### src/rtl/dlp_pkg.sv
// Shared constants for the DRAM local path and decode block.
// Assumes a single 25 MHz pclk domain with asynchronous active-low reset.
package dlp_pkg;

  // ----------------------------------------------------------------
  // APB register map
  // ----------------------------------------------------------------
  localparam logic [7:0] DLP_CTRL_OFS = 8'h00;
  localparam logic [7:0] DLP_CMD_OFS = 8'h04;
  localparam logic [7:0] DLP_ADDR_OFS = 8'h08;
  localparam logic [7:0] DLP_WDATA_OFS = 8'h0c;
  localparam logic [7:0] DLP_STAT_OFS = 8'h10;
  localparam logic [7:0] DLP_RDATA_OFS = 8'h14;

  // CTRL fields
  localparam int DLP_CTRL_PAR_BIT = 0;
  localparam int DLP_CTRL_DLY_BIT = 1;
  localparam logic [31:0] DLP_CTRL_RST = 32'h0000_0000;

  // CMD fields: go, write, refresh, width (2 bits, 0=8..3=32)
  localparam int DLP_CMD_GO_BIT = 0;
  localparam int DLP_CMD_WR_BIT = 1;
  localparam int DLP_CMD_REF_BIT = 2;
  localparam int DLP_CMD_WID_LSB = 4;

  // ----------------------------------------------------------------
  // Timing
  // ----------------------------------------------------------------
  localparam int DLP_CLK_MHZ = 25;
  localparam int DLP_ACCESS_NS = 120;
  localparam int DLP_ACCESS_CYC =
    (DLP_ACCESS_NS * DLP_CLK_MHZ + 999) / 1000;
  localparam int DLP_DLY_TIMEOUT = 16;

  typedef enum logic [2:0] {
    DLP_IDLE = 3'b000,
    DLP_ADDR = 3'b001,
    DLP_WAIT_TAP = 3'b010,
    DLP_ACCESS = 3'b011,
    DLP_DONE = 3'b100
  } dlp_state_t;

endpackage : dlp_pkg

### src/rtl/dlp_sync.sv
// Two-flop synchroniser for pin inputs.
// Assumes the input is asynchronous to pclk.
module dlp_sync #(
  parameter int W = 1
) (
  input wire logic pclk,
  input wire logic presetn,
  input wire logic [W-1:0] din,
  output logic [W-1:0] dout
);
  logic [W-1:0] meta_q;
  logic [W-1:0] sync_q;

  always_ff @(posedge pclk or negedge presetn) begin
    if (!presetn) begin
      meta_q <= '0;
      sync_q <= '0;
    end else begin
      meta_q <= din;
      sync_q <= meta_q;
    end
  end

  assign dout = sync_q;
endmodule : dlp_sync

### src/rtl/dlp_decode.sv
// Address gating and decodes, combinational from synchronised inputs.
// Assumes all inputs are already in the pclk domain.
module dlp_decode (
  input wire logic [31:0] cpu_addr,
  input wire logic addr_bit20_gate,
  input wire logic mem_io_n,
  input wire logic int_ack,
  input wire logic dma_io,
  output logic addr_bit20,
  output logic onboard_io_hit,
  output logic video_hit
);
  logic obio_raw;

  assign addr_bit20 = cpu_addr[20] & addr_bit20_gate;
  assign obio_raw = (cpu_addr[15:10] == 6'h00) & ~mem_io_n;
  assign onboard_io_hit = obio_raw & ~int_ack &
                          ~(dma_io & (cpu_addr == 32'h0000_0000));
  assign video_hit = (cpu_addr[31:20] == 12'h000) & cpu_addr[19];
endmodule : dlp_decode

### src/rtl/dlp_top.sv
// DRAM local path steering, strobes, parity enables and decodes.
// Assumes APB master on pclk; all pins asynchronous, synchronised here.
//
// Contract
// - Location input low means DRAM on memory bus; high, on local bus.
// - Drive local read direction low during DRAM reads on local bus.
// - Enable low and high local words separately on local-bus cycles.
// - Provide active-low DRAM write strobe for write cycles.
// - Drive active-high latch enable for the buffer's data latch.
// - Direction low moves memory to CPU, high moves CPU to memory.
// - With delay line enabled, launch it and time by both taps.
// - Low address lines carry DRAM address, or data on own I/O.
// - Drive the two upper DRAM address lines as outputs.
// - With parity on, enable per-lane checks by access width; the code enables them on local-bus cycles only.
// - Assert transfer-done once local memory completes a transfer.
// - Also assert transfer-done during extended refresh cycles.
// - External mapper select low leaves mapping to external mapper.
// - Gate address bit 20 low while gate input low.
// - On-board I/O decode when bits 15..10 zero and I/O cycle.
// - No on-board I/O decode on interrupt acknowledge or DMA to 0.
// - Video decode when bits 31..20 zero and bit 19 one.
module dlp_top
  import dlp_pkg::*;
#(
  parameter int ACCESS_CYC = DLP_ACCESS_CYC
) (
  input wire logic pclk,
  input wire logic presetn,
  input wire logic psel,
  input wire logic penable,
  input wire logic pwrite,
  input wire logic [31:0] paddr,
  input wire logic [31:0] pwdata,
  output logic [31:0] prdata,
  output logic pready,
  output logic pslverr,
  input wire logic dram_location_select,
  input wire logic external_mapper_sel_n,
  input wire logic delay_tap_first,
  input wire logic delay_tap_second,
  input wire logic addr_bit20_gate,
  input wire logic [31:0] cpu_addr,
  input wire logic mem_io_n,
  input wire logic int_ack,
  input wire logic dma_io,
  output logic local_mem_read_dir_n,
  output logic local_low_word_en_n,
  output logic local_high_word_en_n,
  output logic dram_write_strobe_n,
  output logic buffer_latch_open,
  output logic buffer_path_to_cpu_n,
  output logic delay_launch,
  input wire logic [7:0] muxed_addr_data_low_i,
  output logic [7:0] muxed_addr_data_low_o,
  output logic [7:0] muxed_addr_data_low_oe_n,
  output logic [1:0] dram_addr_upper,
  output logic [3:0] byte_parity_check_en_n,
  output logic local_transfer_done,
  output logic external_mapper_active,
  output logic addr_bit20,
  output logic onboard_io_decode_n,
  output logic video_window_decode
);

  // Access counter is eight bits wide
  if (ACCESS_CYC < 1 || ACCESS_CYC > 255) begin : g_bad_access
    $error("ACCESS_CYC out of range");
  end

  // ----------------------------------------------------------------
  // Pin synchronisers
  // ----------------------------------------------------------------
  logic [7:0] pins_s;
  logic [31:0] addr_s;
  logic [7:0] mad_s;
  logic loc_s, ems_s, tap1_s, tap2_s, gate_s, mio_s, iak_s, dio_s;

  dlp_sync #(.W(8)) u_sync_pins (
    .pclk(pclk),
    .presetn(presetn),
    .din({dram_location_select, external_mapper_sel_n, delay_tap_first,
          delay_tap_second, addr_bit20_gate, mem_io_n, int_ack, dma_io}),
    .dout(pins_s)
  );
  dlp_sync #(.W(32)) u_sync_addr (
    .pclk(pclk),
    .presetn(presetn),
    .din(cpu_addr),
    .dout(addr_s)
  );
  dlp_sync #(.W(8)) u_sync_mad (
    .pclk(pclk),
    .presetn(presetn),
    .din(muxed_addr_data_low_i),
    .dout(mad_s)
  );
  assign {loc_s, ems_s, tap1_s, tap2_s, gate_s, mio_s, iak_s, dio_s} =
    pins_s;

  // ----------------------------------------------------------------
  // Decodes
  // ----------------------------------------------------------------
  logic obio_hit;
  logic vid_hit;
  logic a20_d, a20_q, obio_n_d, obio_n_q, vid_d, vid_q;

  dlp_decode u_decode (
    .cpu_addr(addr_s),
    .addr_bit20_gate(gate_s),
    .mem_io_n(mio_s),
    .int_ack(iak_s),
    .dma_io(dio_s),
    .addr_bit20(a20_d),
    .onboard_io_hit(obio_hit),
    .video_hit(vid_hit)
  );
  assign obio_n_d = ~obio_hit;
  assign vid_d = vid_hit;

  always_ff @(posedge pclk or negedge presetn) begin
    if (!presetn) begin
      a20_q <= 1'b0;
      obio_n_q <= 1'b1;
      vid_q <= 1'b0;
    end else begin
      a20_q <= a20_d;
      obio_n_q <= obio_n_d;
      vid_q <= vid_d;
    end
  end
  assign addr_bit20 = a20_q;
  assign onboard_io_decode_n = obio_n_q;
  assign video_window_decode = vid_q;
  // Low input hands mapping to the external mapper
  assign external_mapper_active = ~ems_s;

  // ----------------------------------------------------------------
  // APB registers
  // ----------------------------------------------------------------
  logic [1:0] ctrl_q, ctrl_d;
  logic [9:0] addr_q, addr_d;
  logic [7:0] wdat_q, wdat_d;
  logic [7:0] rdat_q, rdat_d;
  logic [31:0] prdata_q, prdata_d;
  logic wr_q, wr_d, ref_q, ref_d;
  logic [1:0] wid_q, wid_d;
  logic go;
  logic busy;
  logic acc;
  logic [7:0] ofs;

  assign acc = psel & penable;
  assign ofs = paddr[7:0];
  assign pready = 1'b1;
  assign pslverr = acc & (paddr[31:8] != 24'h00_0000 ||
                  !(ofs == DLP_CTRL_OFS || ofs == DLP_CMD_OFS ||
                    ofs == DLP_ADDR_OFS || ofs == DLP_WDATA_OFS ||
                    ofs == DLP_STAT_OFS || ofs == DLP_RDATA_OFS));

  always_comb begin
    ctrl_d = ctrl_q;
    addr_d = addr_q;
    wdat_d = wdat_q;
    wr_d = wr_q;
    ref_d = ref_q;
    wid_d = wid_q;
    go = 1'b0;
    prdata_d = prdata_q;
    if (acc && pwrite && !pslverr) begin
      unique case (ofs)
        DLP_CTRL_OFS: ctrl_d = pwdata[1:0];
        DLP_ADDR_OFS: addr_d = pwdata[9:0];
        DLP_WDATA_OFS: wdat_d = pwdata[7:0];
        DLP_CMD_OFS: begin
          if (!busy && pwdata[DLP_CMD_GO_BIT]) begin
            go = 1'b1;
            wr_d = pwdata[DLP_CMD_WR_BIT];
            ref_d = pwdata[DLP_CMD_REF_BIT];
            wid_d = pwdata[DLP_CMD_WID_LSB +: 2];
          end
        end
        default: ;
      endcase
    end else if (psel && !penable && !pwrite) begin
      unique case (ofs)
        DLP_CTRL_OFS: prdata_d = {30'h0000_0000, ctrl_q};
        DLP_CMD_OFS: prdata_d = {26'h000_0000, wid_q, 1'b0, ref_q,
                                 wr_q, busy};
        DLP_ADDR_OFS: prdata_d = {22'h00_0000, addr_q};
        DLP_WDATA_OFS: prdata_d = {24'h00_0000, wdat_q};
        DLP_STAT_OFS: prdata_d = {27'h000_0000, ems_s, loc_s,
                                  local_transfer_done, busy, gate_s};
        DLP_RDATA_OFS: prdata_d = {24'h00_0000, rdat_q};
        default: prdata_d = 32'h0000_0000;
      endcase
    end
  end

  always_ff @(posedge pclk or negedge presetn) begin
    if (!presetn) begin
      ctrl_q <= DLP_CTRL_RST[1:0];
      addr_q <= '0;
      wdat_q <= '0;
      wr_q <= 1'b0;
      ref_q <= 1'b0;
      wid_q <= 2'b00;
      prdata_q <= 32'h0000_0000;
    end else begin
      ctrl_q <= ctrl_d;
      addr_q <= addr_d;
      wdat_q <= wdat_d;
      wr_q <= wr_d;
      ref_q <= ref_d;
      wid_q <= wid_d;
      prdata_q <= prdata_d;
    end
  end
  assign prdata = prdata_q;

  // ----------------------------------------------------------------
  // DRAM cycle sequencer
  // ----------------------------------------------------------------
  dlp_state_t st_q, st_d;
  logic [7:0] cnt_q, cnt_d;
  logic on_local;
  logic [3:0] lanes;

  assign busy = (st_q != DLP_IDLE);
  assign on_local = loc_s;

  function automatic logic [3:0] lane_mask(input logic [1:0] w);
    // Three-bit shift so a 32-bit width does not wrap to zero lanes
    lane_mask = (4'h1 << ({1'b0, w} + 3'd1)) - 4'h1;
  endfunction : lane_mask
  assign lanes = lane_mask(wid_q);

  always_comb begin
    st_d = st_q;
    cnt_d = cnt_q;
    rdat_d = rdat_q;
    unique case (st_q)
      DLP_IDLE: begin
        if (go) begin
          st_d = DLP_ADDR;
        end
      end
      DLP_ADDR: begin
        cnt_d = 8'h00;
        // Delay line times strobes for DMA and master cycles
        st_d = ctrl_q[DLP_CTRL_DLY_BIT] ? DLP_WAIT_TAP : DLP_ACCESS;
      end
      DLP_WAIT_TAP: begin
        cnt_d = cnt_q + 8'h01;
        // Timeout guards a missing delay line
        if ((tap1_s && tap2_s) || cnt_q == 8'(DLP_DLY_TIMEOUT)) begin
          st_d = DLP_ACCESS;
          cnt_d = 8'h00;
        end
      end
      DLP_ACCESS: begin
        cnt_d = cnt_q + 8'h01;
        if (cnt_q == 8'(ACCESS_CYC - 1)) begin
          st_d = DLP_DONE;
          if (!wr_q && !ref_q) begin
            rdat_d = mad_s;
          end
        end
      end
      DLP_DONE: st_d = DLP_IDLE;
      default: st_d = DLP_IDLE;
    endcase
  end

  always_ff @(posedge pclk or negedge presetn) begin
    if (!presetn) begin
      st_q <= DLP_IDLE;
      cnt_q <= 8'h00;
      rdat_q <= 8'h00;
    end else begin
      st_q <= st_d;
      cnt_q <= cnt_d;
      rdat_q <= rdat_d;
    end
  end

  // ----------------------------------------------------------------
  // Registered pin outputs
  // ----------------------------------------------------------------
  logic strobe;
  logic [19:0] out_d, out_q;
  logic [7:0] mo_d, mo_q, moe_d, moe_q;

  assign strobe = (st_q == DLP_ACCESS) && !ref_q;

  always_comb begin
    // default: everything inactive outside a cycle
    out_d = {1'b1, 1'b1, 1'b1, 1'b1, 1'b0, 1'b1, 1'b0, 2'b00, 4'hf,
             1'b0, 6'h00};
    if (strobe) begin
      out_d[19] = !(on_local && !wr_q);
      out_d[18] = !on_local;
      // High word only for 24- and 32-bit accesses
      out_d[17] = !(on_local && lanes[2]);
      out_d[16] = !wr_q;
      out_d[15] = 1'b1;
      out_d[14] = wr_q;
      out_d[12:11] = addr_q[9:8];
      if (ctrl_q[DLP_CTRL_PAR_BIT] && on_local) begin
        out_d[10:7] = ~lanes;
      end
    end
    out_d[13] = (st_q == DLP_WAIT_TAP) && !tap2_s;
    out_d[6] = (st_q == DLP_DONE);
  end

  always_comb begin
    mo_d = 8'h00;
    moe_d = 8'hff;
    if (strobe || st_q == DLP_ADDR) begin
      mo_d = addr_q[7:0];
      moe_d = 8'h00;
    end else if (st_q == DLP_WAIT_TAP || (st_q == DLP_ACCESS && ref_q)) begin
      mo_d = addr_q[7:0];
      moe_d = 8'h00;
    end else if (st_q == DLP_DONE && wr_q) begin
      mo_d = wdat_q;
      moe_d = 8'h00;
    end
  end

  always_ff @(posedge pclk or negedge presetn) begin
    if (!presetn) begin
      out_q <= {1'b1, 1'b1, 1'b1, 1'b1, 1'b0, 1'b1, 1'b0, 2'b00, 4'hf,
                1'b0, 6'h00};
      mo_q <= 8'h00;
      moe_q <= 8'hff;
    end else begin
      out_q <= out_d;
      mo_q <= mo_d;
      moe_q <= moe_d;
    end
  end

  assign local_mem_read_dir_n = out_q[19];
  assign local_low_word_en_n = out_q[18];
  assign local_high_word_en_n = out_q[17];
  assign dram_write_strobe_n = out_q[16];
  assign buffer_latch_open = out_q[15];
  assign buffer_path_to_cpu_n = out_q[14];
  assign delay_launch = out_q[13];
  assign dram_addr_upper = out_q[12:11];
  assign byte_parity_check_en_n = out_q[10:7];
  assign local_transfer_done = out_q[6];
  assign muxed_addr_data_low_o = mo_q;
  assign muxed_addr_data_low_oe_n = moe_q;
endmodule : dlp_top

### config.mk
export PLATFORM = sky130hd
export DESIGN_NAME = dlp_top
export DESIGN_NICKNAME = d
export VERILOG_FILES = /design/src/rtl/dlp_pkg.sv /design/src/rtl/dlp_sync.sv /design/src/rtl/dlp_decode.sv /design/src/rtl/dlp_top.sv
export SDC_FILE = /design/constraint.sdc
export NUM_CORES = 1
export LEC_CHECK = 0
export BUFFER_PORTS_ARGS = -buffer_cell sky130_fd_sc_hd__buf_2
export CAP_MARGIN = 15
export CORE_MARGIN = 2
export CORE_UTILIZATION = 51
export DETAILED_ROUTE_END_ITERATION = 12
export PLACE_DENSITY_LB_ADDON = 0.15
export SLEW_MARGIN = 20
export SYNTH_ARGS = -nofsm -noshare
export SYNTH_HDL_FRONTEND = slang
export SYNTH_SLANG_ARGS = --single-unit
### constraint.sdc
create_clock -name pclk -period 1.91 [get_ports pclk]
set_input_delay 0.382 -clock pclk [delete_from_list [all_inputs] [get_ports pclk]]
set_output_delay 0.382 -clock pclk [all_outputs]
set_load 0.1 [all_outputs]
-- Yosys cells after proc, flatten, opt, wreduce, memory -nomap -nowiden
Index checks and enable logic that the tools add are counted.
- register bits after elaboration: 204
- logic and storage cells: 124
- output and inout bits: 68
- bits of input ports: 117
- shifts and indexed selects: 1
- add/sub/neg operators: 3
- equality and inequality tests: 14
- multiplexer cells: 20
- reductions and logical operators: 49
- bitwise logic cells: 15
- operators by type and width (operator ; number):
    $pmux 10 s6 ; 1
    $mux 8 ; 7
    $logic_not 32->1 ; 1
    $eq 8x5->1 const B ; 3
    $pmux 8 s3 ; 1
    $reduce_bool 24->1 ; 1
    $eq 8x4->1 const B ; 2
    $logic_and 1x1->1 ; 14
    $logic_not 12->1 ; 1
    $mux 6 ; 2
    $pmux 3 s4 ; 1
    $logic_not 1->1 ; 11
    $logic_or 1x1->1 ; 9
    $mux 3 ; 3
    $reduce_and 3->1 ; 3
    $add 8x1->8 const B ; 1
    $and 1x1->1 ; 8
    $eq 8x2->1 const B ; 1
    $eq 8x3->1 const B ; 1
    $logic_not 8->1 ; 1
    $reduce_and 2->1 ; 4
    $eq 3x2->1 const B ; 2
    $logic_not 6->1 ; 1
    $ne 2x2->1 const B ; 3
    11 further kinds ; 20

-- Longest topological paths before layout
Gate-level depths: netlist of run 1.
- word-level depth: 14
- mapped depth: 7
- depth with buffers taken out: 6

-- By module
Synthesis of run 1 repeated with hierarchy kept, for this count alone.
- cell total of the unflattened synthesis: 440
- area, all modules: 6283.5 sq um
- by module, submodules not included (module ; seq. area each (sq um) ; area each (sq um) ; instances ; cells each):
    dlp_top ; 1990.7 ; 3769.9 ; 1 ; 328
    dlp_sync at u_sync_addr ; 1601.5 ; 1601.5 ; 1 ; 64
    dlp_sync at u_sync_mad ... ; 400.4 ; 400.4 ; 2 ; 16
    dlp_decode ; 0.0 ; 111.4 ; 1 ; 16

-- Worst setup path before layout of run 1
OpenSTA, ideal clock, no wires.
- kind: input to output
- start: in paddr[20]
- end: out pslverr
- setup slack: -0.123 ns
- cell stages on the path: 3
- path buffers: 0
- arrival: 1.651 ns
- data required time: 1.528 ns
- path through: nor4_1 -> nand4_2 -> o311a_2
- word-level cells in the longest chain between the ends: 3
- RTL lines (item ; RTL line ; RTL):
    start, declared ; dlp_top.sv:32 ; input wire logic [31:0] paddr,
    $reduce_bool 24->1 ; dlp_top.sv:155 ; assign pslverr = acc & (paddr[31:8] != 24'h00_0000 ||
    $logic_or 1x1->1 ; dlp_top.sv:155 ;
    $and 1x1->1 ; dlp_top.sv:155 ;
    end, declared ; dlp_top.sv:36 ; output logic pslverr,
No other way between the ends.

-- Worst setup path in the final report of run 1
- start: in paddr[9]
- end: out pslverr
The elaborated chain is that of the path after synthesis.

==> flow_metrics.env, run 1 <==
export IMPL_gr_total_overflow=0
export IMPL_worst_slack_ns=-0.0233
export IMPL_grt_pass1_vias=3863
export IMPL_ctsLongestPathBuffers=2
export IMPL_synth_top_family_by_area="simple AND/OR/NAND/NOR gates"
export IMPL_drt_initial_drc_count=173
export IMPL_yosys_most_used_dff="dfrtp_1"
export IMPL_ys_seq_elements=175
export IMPL_stdcell_count=771
export IMPL_critPathCaptureType="output port"
export IMPL_regArea_um2=4390
export IMPL_ys_warn_count=0
export IMPL_cts_buffers=17
export IMPL_cts_sinks=175
export IMPL_r2r_end="cnt_q[0]"
export IMPL_synth_xor_area_share_pct=0.973
export IMPL_startpoint_type="input pin"
export IMPL_p_sw_w=0.00200
export IMPL_finalMaxSlewViolations=0
export IMPL_routabilityCongestion=0.859
export IMPL_core_um2=12000
export IMPL_regToRegSetupSlack_ns=0.09
export IMPL_crit_path_max_fanout=2
export IMPL_antenna_found_initial=0
export IMPL_syn_to_final_growth_pct=29.0
export IMPL_finalPower_w=0.00774
export IMPL_p_seq_share_pct=49.7
export IMPL_synth_edf_count=0
export IMPL_vias=3915
export IMPL_timing_rr_start="st_q[2]"
export IMPL_grtUsageTotal_pct=20.4
export IMPL_setup_viol=1
export IMPL_syn_area_per_cell_um2=14.7
export IMPL_finClkSkew_ns=0.00639
export IMPL_ioPinCount=185
export IMPL_p_leak_nw=3.99
export IMPL_hold_violations=0
export IMPL_initial_core_util_pct=52.4
export IMPL_synth_distinct_cells=53
export IMPL_synthSimpleGateAreaFrac_pct=10.6
export IMPL_postRouteAntennaNets=0
export IMPL_violations="negative setup slack"
export IMPL_min_path_cells=1
export IMPL_fillers=871
export IMPL_drc=0
export IMPL_synthTopCellsByArea="dfrtp_1 65%, mux2_2 7.5%, dfstp_2 4.6%"
export IMPL_critPathRequiredTime_ns=1.53
export IMPL_r2r_cells=5
export IMPL_nets=731
export IMPL_min_from="cpu_addr[17]"
export IMPL_synth_compound_area_share_pct=5.22
export IMPL_multiInputGateArea_um2=1830
export IMPL_yosysTopAreaCellShare_pct=65.1
export IMPL_yosysMostFrequentCell="dfrtp_1"
export IMPL_root_buffer="clkbuf_16"
export IMPL_crit_type="in2out"
export IMPL_die_area_um2=13300
export IMPL_netlist_area_um2=6300
export IMPL_synthCells=430
export IMPL_yosys_area_share_adder_pct=0.596
export IMPL_pwr_density_cell_nw_per_um2=953
export IMPL_combPwrFrac_pct=7.9
export IMPL_insertion_delay_ns=0.42
export IMPL_synthMuxAreaShare_pct=8.02
export IMPL_die_h_um=115
export IMPL_dieWidth_um=115
export IMPL_place_area_um2=7340
export IMPL_intPower_w=0.00574
export IMPL_maxCapViolations=0
export IMPL_irDropWorstVdd_uv=690
export IMPL_status="finished, violations left"
export IMPL_hpwlAfterDp_um=9220
export IMPL_synthTopCellsByCount="164 x dfrtp_1, 42 x mux2_2, 30 x buf_4"
export IMPL_fin_area_um2=8130
export IMPL_htreeDepth=4
export IMPL_grt_max_degree=50
export IMPL_routedWlPerCell_um=16.6
export IMPL_whs_ns=0.0634
export IMPL_seq_area_frac_synth_pct=69.7
export IMPL_fin_util_pct=67.7
export IMPL_fmax_ghz=0.517
export IMPL_yosys_area_top_type="dfrtp_1"
export IMPL_min_to="u_sync_addr.meta_q[17]"
export IMPL_grt_pass1_wl_um=19900
export IMPL_sw_frac_of_total_pct=25.8
export IMPL_totalWireLength_um=12800
export IMPL_cp_data_arrival_time_ns=1.55
export IMPL_synth_async_reset_ratio_pct=100
export IMPL_num_antenna_cells=0
export IMPL_rows=40
export IMPL_clk_pin_slew_ns=0.07
export IMPL_vias_per_cell=5.08
export IMPL_p_clk_share_pct=42.4
export IMPL_port_buffers=139
export IMPL_finalCritPeriodShare_pct=101
export IMPL_min_period_ns=1.93
export IMPL_drt_pre_antenna_iters=4
export IMPL_cts_tree="done"
export IMPL_dp_cells=735
export IMPL_hold_class="in2reg"
export IMPL_drive_gt1_share_pct=46.6
export IMPL_rsz0062_at_grt="true"
## cell families after synthesis
logic type	after synthesis
adder cells (fa/ha/maj)	3
flip-flops	175
XOR/XNOR	7
other	2
multiplexers	44
AND/OR/NAND/NOR	108
buffers and inverters	48
AO/OA/AOI/OAI	43
## power by group through the flow
stage	registers (W)	clock network [W]	logic (W)
floorplan	0.00397	0	0.000306
global placement	0.00392	0	0.000565
detailed placement	0.00392	0	0.000574
CTS	0.00385	0.00334	0.000601
global route	0.00386	0.00354	0.000650
finish	0.00385	0.00328	0.000608
## cells in the final DEF, fill, tap and decap left out, types with 4 or more instances in the layout
cell type	n
buf_2	131
dfrtp_1	163
a22o_1	13
clkbuf_16	17
buf_4	41
dfstp_2	11
nand2b_1	4
and2_1	5
nand4_1	9
conb_1	23
nor4_4	9
nand2_1	10
o21ai_0	8
nor2_1	20
xor2_1	5
and3_1	5
inv_8	6
nor4_1	9
mux2_2	41
buf_6	6
nand3_1	14
inv_1	6
## through the flow
stage	TNS, ns	worst slack, ns
finish	-0.0233	-0.0233
detailed placement	-4.62	-0.242
CTS	-0.00168	-0.00168
global placement	-4.02	-0.231
floorplan	-0.249	-0.0316
global route	-0.0561	-0.0561
## worst max-delay path: stages
cell and delay [ns]:
buf_2 0.12, nor4_4 0.29, nand4_2 0.16, o311a_4 0.42
buf_12 0.17
## final cells by class
type | count | share of cell area (%)
Timing Repair Buffer | 183 | 13.7
Clock inverter | 14 | 1.72
Sequential cell | 175 | 54.1
Clock buffer | 18 | 5.40
Inverter | 6 | 0.277
Tap cell | 147 | 2.26
Multi-Input combinational cell | 228 | 22.5
## routing by layer
metal / track usage, % / wire (um) / vias to the layer above
met5: 0 / 0 / -
met4: 6.35 / 144 / 0
met3: 4.27 / 744 / 12
met2: 34.2 / 6630 / 173
met1: 27.0 / 5250 / 1894
li1: - / - / 1836
## registers in the layout, summed over array words and instances, names as in the netlist, 10 cells and up
| register | flops |
|---|---|
| addr_q | 10 |
| out_q | 14 |
| prdata | 10 |
| u_sync_addr.dout | 32 |
| u_sync_addr.meta_q | 32 |
## worst max-delay path by stage
| stage | from | end | cells past startpoint |
|---|---|---|---|
| after global routing | paddr[9] | pslverr | 5 |
| final | paddr[9] | pslverr | 5 |
| after floorplan | paddr[5] | wdat_q[1] | 4 |
| after detailed placement | paddr[27] | ctrl_q[0] | 7 |
| after CTS | paddr[19] | pslverr | 6 |
| after global placement | paddr[27] | ctrl_q[1] | 7 |
## repair_timing
| item | CTS | global route |
|---|---|---|
| buffers inserted | 2 | 1 |
| hold endpoints to repair | 38 | 0 |
| resized for setup | 19 | 13 |
| hold buffers | 1 | 0 |
| setup endpoints to repair | 1 | 11 |
| pin swaps | 3 | 6 |
Note: power is estimated with default switching activity, not from simulation.
==> run 2, diff against run 1 <==
--- a/config.mk
+++ b/config.mk
@@ -14,4 +14,5 @@
 export SLEW_MARGIN = 20
 export SYNTH_ARGS = -nofsm -noshare
 export SYNTH_HDL_FRONTEND = slang
+export SYNTH_HIERARCHICAL = 1
 export SYNTH_SLANG_ARGS = --single-unit
==> constraint.sdc (replaced) <==
create_clock -name pclk -period 1.91 [get_ports pclk]
set_input_delay 0.382 -clock pclk [delete_from_list [all_inputs] [get_ports pclk]]
set_output_delay 0.382 -clock pclk [all_outputs]
set_load 0.005 [all_outputs]
==> run 2 against run 1 <==
The run now ends clean. Die area shrank 0.24%. Sequential share of layout area grew 1.2 points. Clock power rose by 7.3%. Final cell count grew 0.26%. Clock skew rose by 0.0043 ns. Power decreased by 1.3%. Register-to-register slack better by 0.02 ns. Highest routed layer unchanged. Worst hold slack worse by 0.0013 ns. First-iteration DRC count shrank 8.7%.
==> flow_metrics.env, run 2 <==
export IMPL_status="finished clean"
export IMPL_antenna_found_initial=0
export IMPL_startpoint_type="input pin"
export IMPL_finalMaxSlewViolations=0
export IMPL_nets=733
export IMPL_synth_async_reset_ratio_pct=100
export IMPL_ys_seq_elements=175
export IMPL_insertion_delay_ns=0.42
export IMPL_grt_pass1_vias=3817
export IMPL_final_cell_mix="164 x dfrtp_1, 138 x buf_2, 35 x mux2_2"
export IMPL_ctsLongestPathBuffers=2
export IMPL_grt_max_degree=65
export IMPL_cts_buffers=17
export IMPL_synthTopCellsByArea="dfrtp_1 65%, mux2_2 6.3%, dfstp_2 4.6%"
export IMPL_tns_ns=0
export IMPL_hpwlAfterDp_um=8350
export IMPL_worst_slack_ns=0.109
export IMPL_finalCritPeriodShare_pct=94.3
export IMPL_crit_path_max_fanout=2
export IMPL_fin_util_pct=66.2
export IMPL_core_um2=12000
export IMPL_yosys_area_top_type="dfrtp_1"
export IMPL_synth_edf_count=0
export IMPL_drt_initial_drc_count=158
export IMPL_root_buffer="clkbuf_16"
export IMPL_yosys_most_used_dff="dfrtp_1"
export IMPL_pwr_density_cell_nw_per_um2=960
export IMPL_rows=40
export IMPL_rsz0062_at_grt="false"
export IMPL_gr_total_overflow=0
export IMPL_fmax_ghz=0.555
export IMPL_cts_tree="done"
export IMPL_synth_distinct_cells=57
export IMPL_grt_pass1_wl_um=18500
export IMPL_drc=0
export IMPL_syn_area_per_cell_um2=14.3
export IMPL_finClkSkew_ns=0.0107
export IMPL_dp_cells=739
export IMPL_yosysMostFrequentCell="dfrtp_1"
export IMPL_drt_pre_antenna_iters=4
export IMPL_htreeDepth=4
export IMPL_place_ws_ns=-0.306
export IMPL_synthCells=440
export IMPL_critPathCaptureType="output port"
export IMPL_clk_pin_slew_ns=0.07
export IMPL_yosysTopAreaCellShare_pct=65.3
export IMPL_vias=3857
export IMPL_initial_core_util_pct=52.3
export IMPL_final_common_cell="dfrtp_1"
export IMPL_dieWidth_um=115
export IMPL_routabilityCongestion=0.787
export IMPL_hold_class="in2reg"
export IMPL_vias_per_cell=4.99
export IMPL_num_antenna_cells=0
export IMPL_grtUsageTotal_pct=18.7
export IMPL_maxCapViolations=0
export IMPL_critPathRequiredTime_ns=1.53
export IMPL_ys_warn_count=6
export IMPL_seq_area_frac_synth_pct=69.9
export IMPL_ioPinCount=185
export IMPL_die_area_um2=13200
export IMPL_irDropWorstVdd_uv=847
export IMPL_hold_violations=0
export IMPL_setup_viol=0
export IMPL_stdcell_count=773
export IMPL_p_leak_nw=3.89
export IMPL_port_buffers=139
export IMPL_synthTopCellsByCount="164 x dfrtp_1, 35 x mux2_2, 30 x buf_4"
export IMPL_cts_sinks=175
export IMPL_die_h_um=115
export IMPL_syn_to_final_growth_pct=26.6
export IMPL_whs_ns=0.0621
export IMPL_netlist_area_um2=6280
export IMPL_crit_type="in2out"
export IMPL_totalWireLength_um=11500
export IMPL_postRouteAntennaNets=0
export IMPL_drive_gt1_share_pct=43.1
export IMPL_cp_data_arrival_time_ns=1.42
export IMPL_min_period_ns=1.80
export IMPL_routedWlPerCell_um=14.9
[run 2: final cells by class]
type                            count  area, um2
Clock inverter                     15        194
Inverter                            8       30.0
Fill cell                         883       4060
Sequential cell                   175       4390
Tap cell                          147        184
Timing Repair Buffer              176       1020
Clock buffer                       17        425
Multi-Input combinational cell    235       1700
[run 2: cells by family (layout without fill, tap and decap cells)]
| family | count (synthesis) | count (layout) | share of synthesized area, % |
|---|---|---|---|
| AOI/OAI and AO/OA | 44 | 44 | 5.10 |
| adders and majority gates | 3 | 3 | 0.597 |
| and+or+nand+nor | 113 | 113 | 10.2 |
| xor gates and xnor gates | 6 | 6 | 0.836 |
| DFF | 175 | 175 | 69.9 |
| buffers and inverters | 51 | 216 | 4.98 |
| muxes | 46 | 46 | 8.22 |
| other | 2 | 23 | 0.120 |
[run 2: worst max-delay path, cell delays in order]
cell and delay (ns):
buf_2 0.10, or3_4 0.40, a2111oi_4 0.20, buf_4 0.16
a21oi_1 0.05, buf_2 0.13
[run 2: metal layers]
layer  share of wire, %  GRT usage [%]
met1                 43           24.4
met2                 51           30.0
met3                4.5           5.38
met4                1.4           7.47
met5                  0              0
[run 2: final timing paths]
path / start / end / slack, ns / depth (start not counted)
worst max-delay path: paddr[6] / pslverr / 0.11 / 6
worst min-delay path: cpu_addr[27] / u_sync_addr/meta_q[27] / 0.06 / 1
worst max register to register: cnt_q[0] / rdat_q[5] / 0.11 / 7
worst min register to register: u_sync_addr/meta_q[28] / u_sync_addr/dout[28] / 0.35 / 0
max in group asynchronous: presetn / prdata[3] / 0.78 / 3
min in group asynchronous: presetn / u_sync_pins/dout[5] / 0.45 / 2
[run 2: per-stage QoR]
stage	total power [W]	area [um2]
4_1_cts	0.00774	7930
2_1_floorplan	0.00399	6370
5_1_grt	0.00794	7950
6_report	0.00764	7950
3_3_place_gp	0.00418	7270
3_5_place_dp	0.00419	7270
[run 2: power by group]
part	total [W]	internal [W]	switching [W]
combinational	0.000277	0.000120	0.000157
sequential	0.00384	0.00381	0.0000330
clock	0.00352	0.00200	0.00152
total	0.00764	0.00593	0.00171
[run 2: timing repair]
action	in CTS	in global routing
buffers inserted	1	0
gates resized for setup	4	4
hold endpoints to repair	29	0
pin swaps	2	0
setup endpoints to repair	1	9
hold buffers	1	0
==> run 3, diff against run 2 <==
--- a/config.mk
+++ b/config.mk
@@ -14,5 +14,4 @@
 export SLEW_MARGIN = 20
 export SYNTH_ARGS = -nofsm -noshare
 export SYNTH_HDL_FRONTEND = slang
-export SYNTH_HIERARCHICAL = 1
 export SYNTH_SLANG_ARGS = --single-unit
==> run 3 against run 2 <==
Critical path type unchanged. Sequential power hardly changed. Utilization grew 0.80 points. Register-to-register slack better by 0.02 ns. Largest cell class unchanged. Critical path depth stayed put. Count of clock-buffer cells in the layout grew 3. Non-clock buffer count increased by 8. Highest routed layer unchanged. Wire length rose by 8.5%.
==> flow_metrics.env, run 3 (synthesis results as in run 1) <==
export IMPL_fin_area_um2=8050
export IMPL_maxCapViolations=0
export IMPL_fmax_ghz=0.533
export IMPL_cts_buffers=17
export IMPL_grtUsageTotal_pct=20.9
export IMPL_cts_sinks=175
export IMPL_pwr_density_cell_nw_per_um2=936
export IMPL_core_um2=12000
export IMPL_drive_gt1_share_pct=46.0
export IMPL_die_area_um2=13300
export IMPL_drt_pre_antenna_iters=4
export IMPL_grt_pass1_vias=4062
export IMPL_dieWidth_um=115
export IMPL_hold_violations=0
export IMPL_place_area_um2=7350
export IMPL_routabilityCongestion=0.813
export IMPL_min_period_ns=1.88
export IMPL_finalMaxSlewViolations=0
export IMPL_drc=0
export IMPL_setup_viol=0
export IMPL_hpwlAfterDp_um=9050
export IMPL_startpoint_type="input pin"
export IMPL_crit_path_top_delay_cell="o311a_4"
export IMPL_nets=732
export IMPL_crit_path_max_fanout=2
export IMPL_drt_initial_drc_count=163
export IMPL_worst_slack_ns=0.0340
export IMPL_status="finished clean"
export IMPL_relSlewSlack_pct=67.0
export IMPL_combPwrFrac_pct=4.4
export IMPL_cts_tree="done"
export IMPL_worst_slew_pin_slew_ns=0.490
export IMPL_p_leak_nw=3.95
export IMPL_grt_max_degree=54
export IMPL_crit_type="in2out"
export IMPL_grt_pass1_wl_um=20400
export IMPL_die_h_um=115
export IMPL_p_seq_share_pct=51.2
export IMPL_vias=3960
export IMPL_tns_ns=0
export IMPL_cp_common_cell="buf_6"
export IMPL_intPower_w=0.00593
export IMPL_htreeDepth=4
export IMPL_clk_pin_slew_ns=0.06
export IMPL_hold_class="in2reg"
export IMPL_finalCritPeriodShare_pct=98.2
export IMPL_syn_to_final_growth_pct=27.8
export IMPL_totalWireLength_um=12500
export IMPL_vias_per_cell=5.14
export IMPL_critPathCaptureType="output port"
export IMPL_crit_path_cell_trace="buf_2 > nor4_4 > nand4_2 > buf_6 > o311a_4 > buf_6"
export IMPL_slowest_delay_ns=0.30
export IMPL_gr_total_overflow=0
export IMPL_port_buffers=139
export IMPL_rsz0062_at_grt="true"
export IMPL_cp_data_arrival_time_ns=1.49
export IMPL_final_common_cell="dfrtp_1"
export IMPL_final_cell_mix="163 x dfrtp_1, 137 x buf_2, 41 x mux2_2"
export IMPL_p_sw_w=0.00161
export IMPL_critPathRequiredTime_ns=1.53
export IMPL_irDropWorstVdd_uv=910
export IMPL_antenna_found_initial=0
export IMPL_postRouteAntennaNets=0
export IMPL_place_ws_ns=-0.244
export IMPL_ctsLongestPathBuffers=2
export IMPL_p_clk_share_pct=44.5
export IMPL_sw_frac_of_total_pct=21.3
export IMPL_ioPinCount=185
export IMPL_routedWlPerCell_um=16.2
export IMPL_insertion_delay_ns=0.42
export IMPL_finClkSkew_ns=0.00835
export IMPL_num_antenna_cells=0
export IMPL_initial_core_util_pct=52.4
export IMPL_root_buffer="clkbuf_16"
export IMPL_rows=40
-- run 3: through the flow --
step                utilization (%)  total power [W]  hold slack (ns)  cells
floorplan                         -          0.00401           0.0864    451
global placement               61.2          0.00422            0.288    737
detailed placement             61.2          0.00424            0.293    737
CTS                            66.9          0.00762           0.0451    771
global route                   67.0          0.00788           0.0312    771
finish                         67.0          0.00754           0.0602    771
-- run 3: layout make-up --
| type | count | area (um2) |
|---|---|---|
| timing repair buffer | 184 | 1090 |
| clock inverter | 11 | 131 |
| tap | 147 | 184 |
| fill | 860 | 3960 |
| sequential | 175 | 4390 |
| inverter | 6 | 22.5 |
| clock buffer | 20 | 447 |
| multi-input combinational | 228 | 1780 |
-- run 3: worst paths after layout --
path / start / end / slack [ns] / depth (start not counted)
min: delay_tap_first / u_sync_pins.meta_q[5] / 0.06 / 1
max reg2reg: st_q[2] / cnt_q[0] / 0.13 / 5
max in group asynchronous: presetn / out_q[8] / 0.84 / 3
min reg2reg: u_sync_mad.meta_q[1] / u_sync_mad.dout[1] / 0.35 / 0
max: paddr[27] / pslverr / 0.03 / 6
min in group asynchronous: presetn / u_sync_addr.dout[17] / 0.42 / 2
-- run 3: timing repair --
action	in CTS	in global routing
pin swaps	4	0
endpoints found under the setup margin	1	10
resized for setup	11	4
hold buffers	1	0
endpoints found under the hold margin	32	0
buffers inserted	2	0
-- run 3: power groups by stage --
stage / registers (W) / clock network, W / logic [W]
after floorplan: 0.00391 / 0 / 0.000101
after global placement: 0.00392 / 0 / 0.000305
after detailed placement: 0.00392 / 0 / 0.000315
after CTS: 0.00386 / 0.00343 / 0.000333
after global routing: 0.00386 / 0.00364 / 0.000373
final: 0.00386 / 0.00335 / 0.000330
-- run 3: metal layers --
layer	GRT usage, %	vias up	share of wire, %
li1	-	1830	-
met1	27.0	1961	42
met2	34.4	157	51
met3	5.43	12	6.2
met4	7.95	0	1.4
met5	0	-	0
-- run 3: worst max-delay path: cells and delay by family --
kind	cells	cell delay, ns
simple gates	2	0.43
buf+inv	3	0.39
compound gates	1	0.30
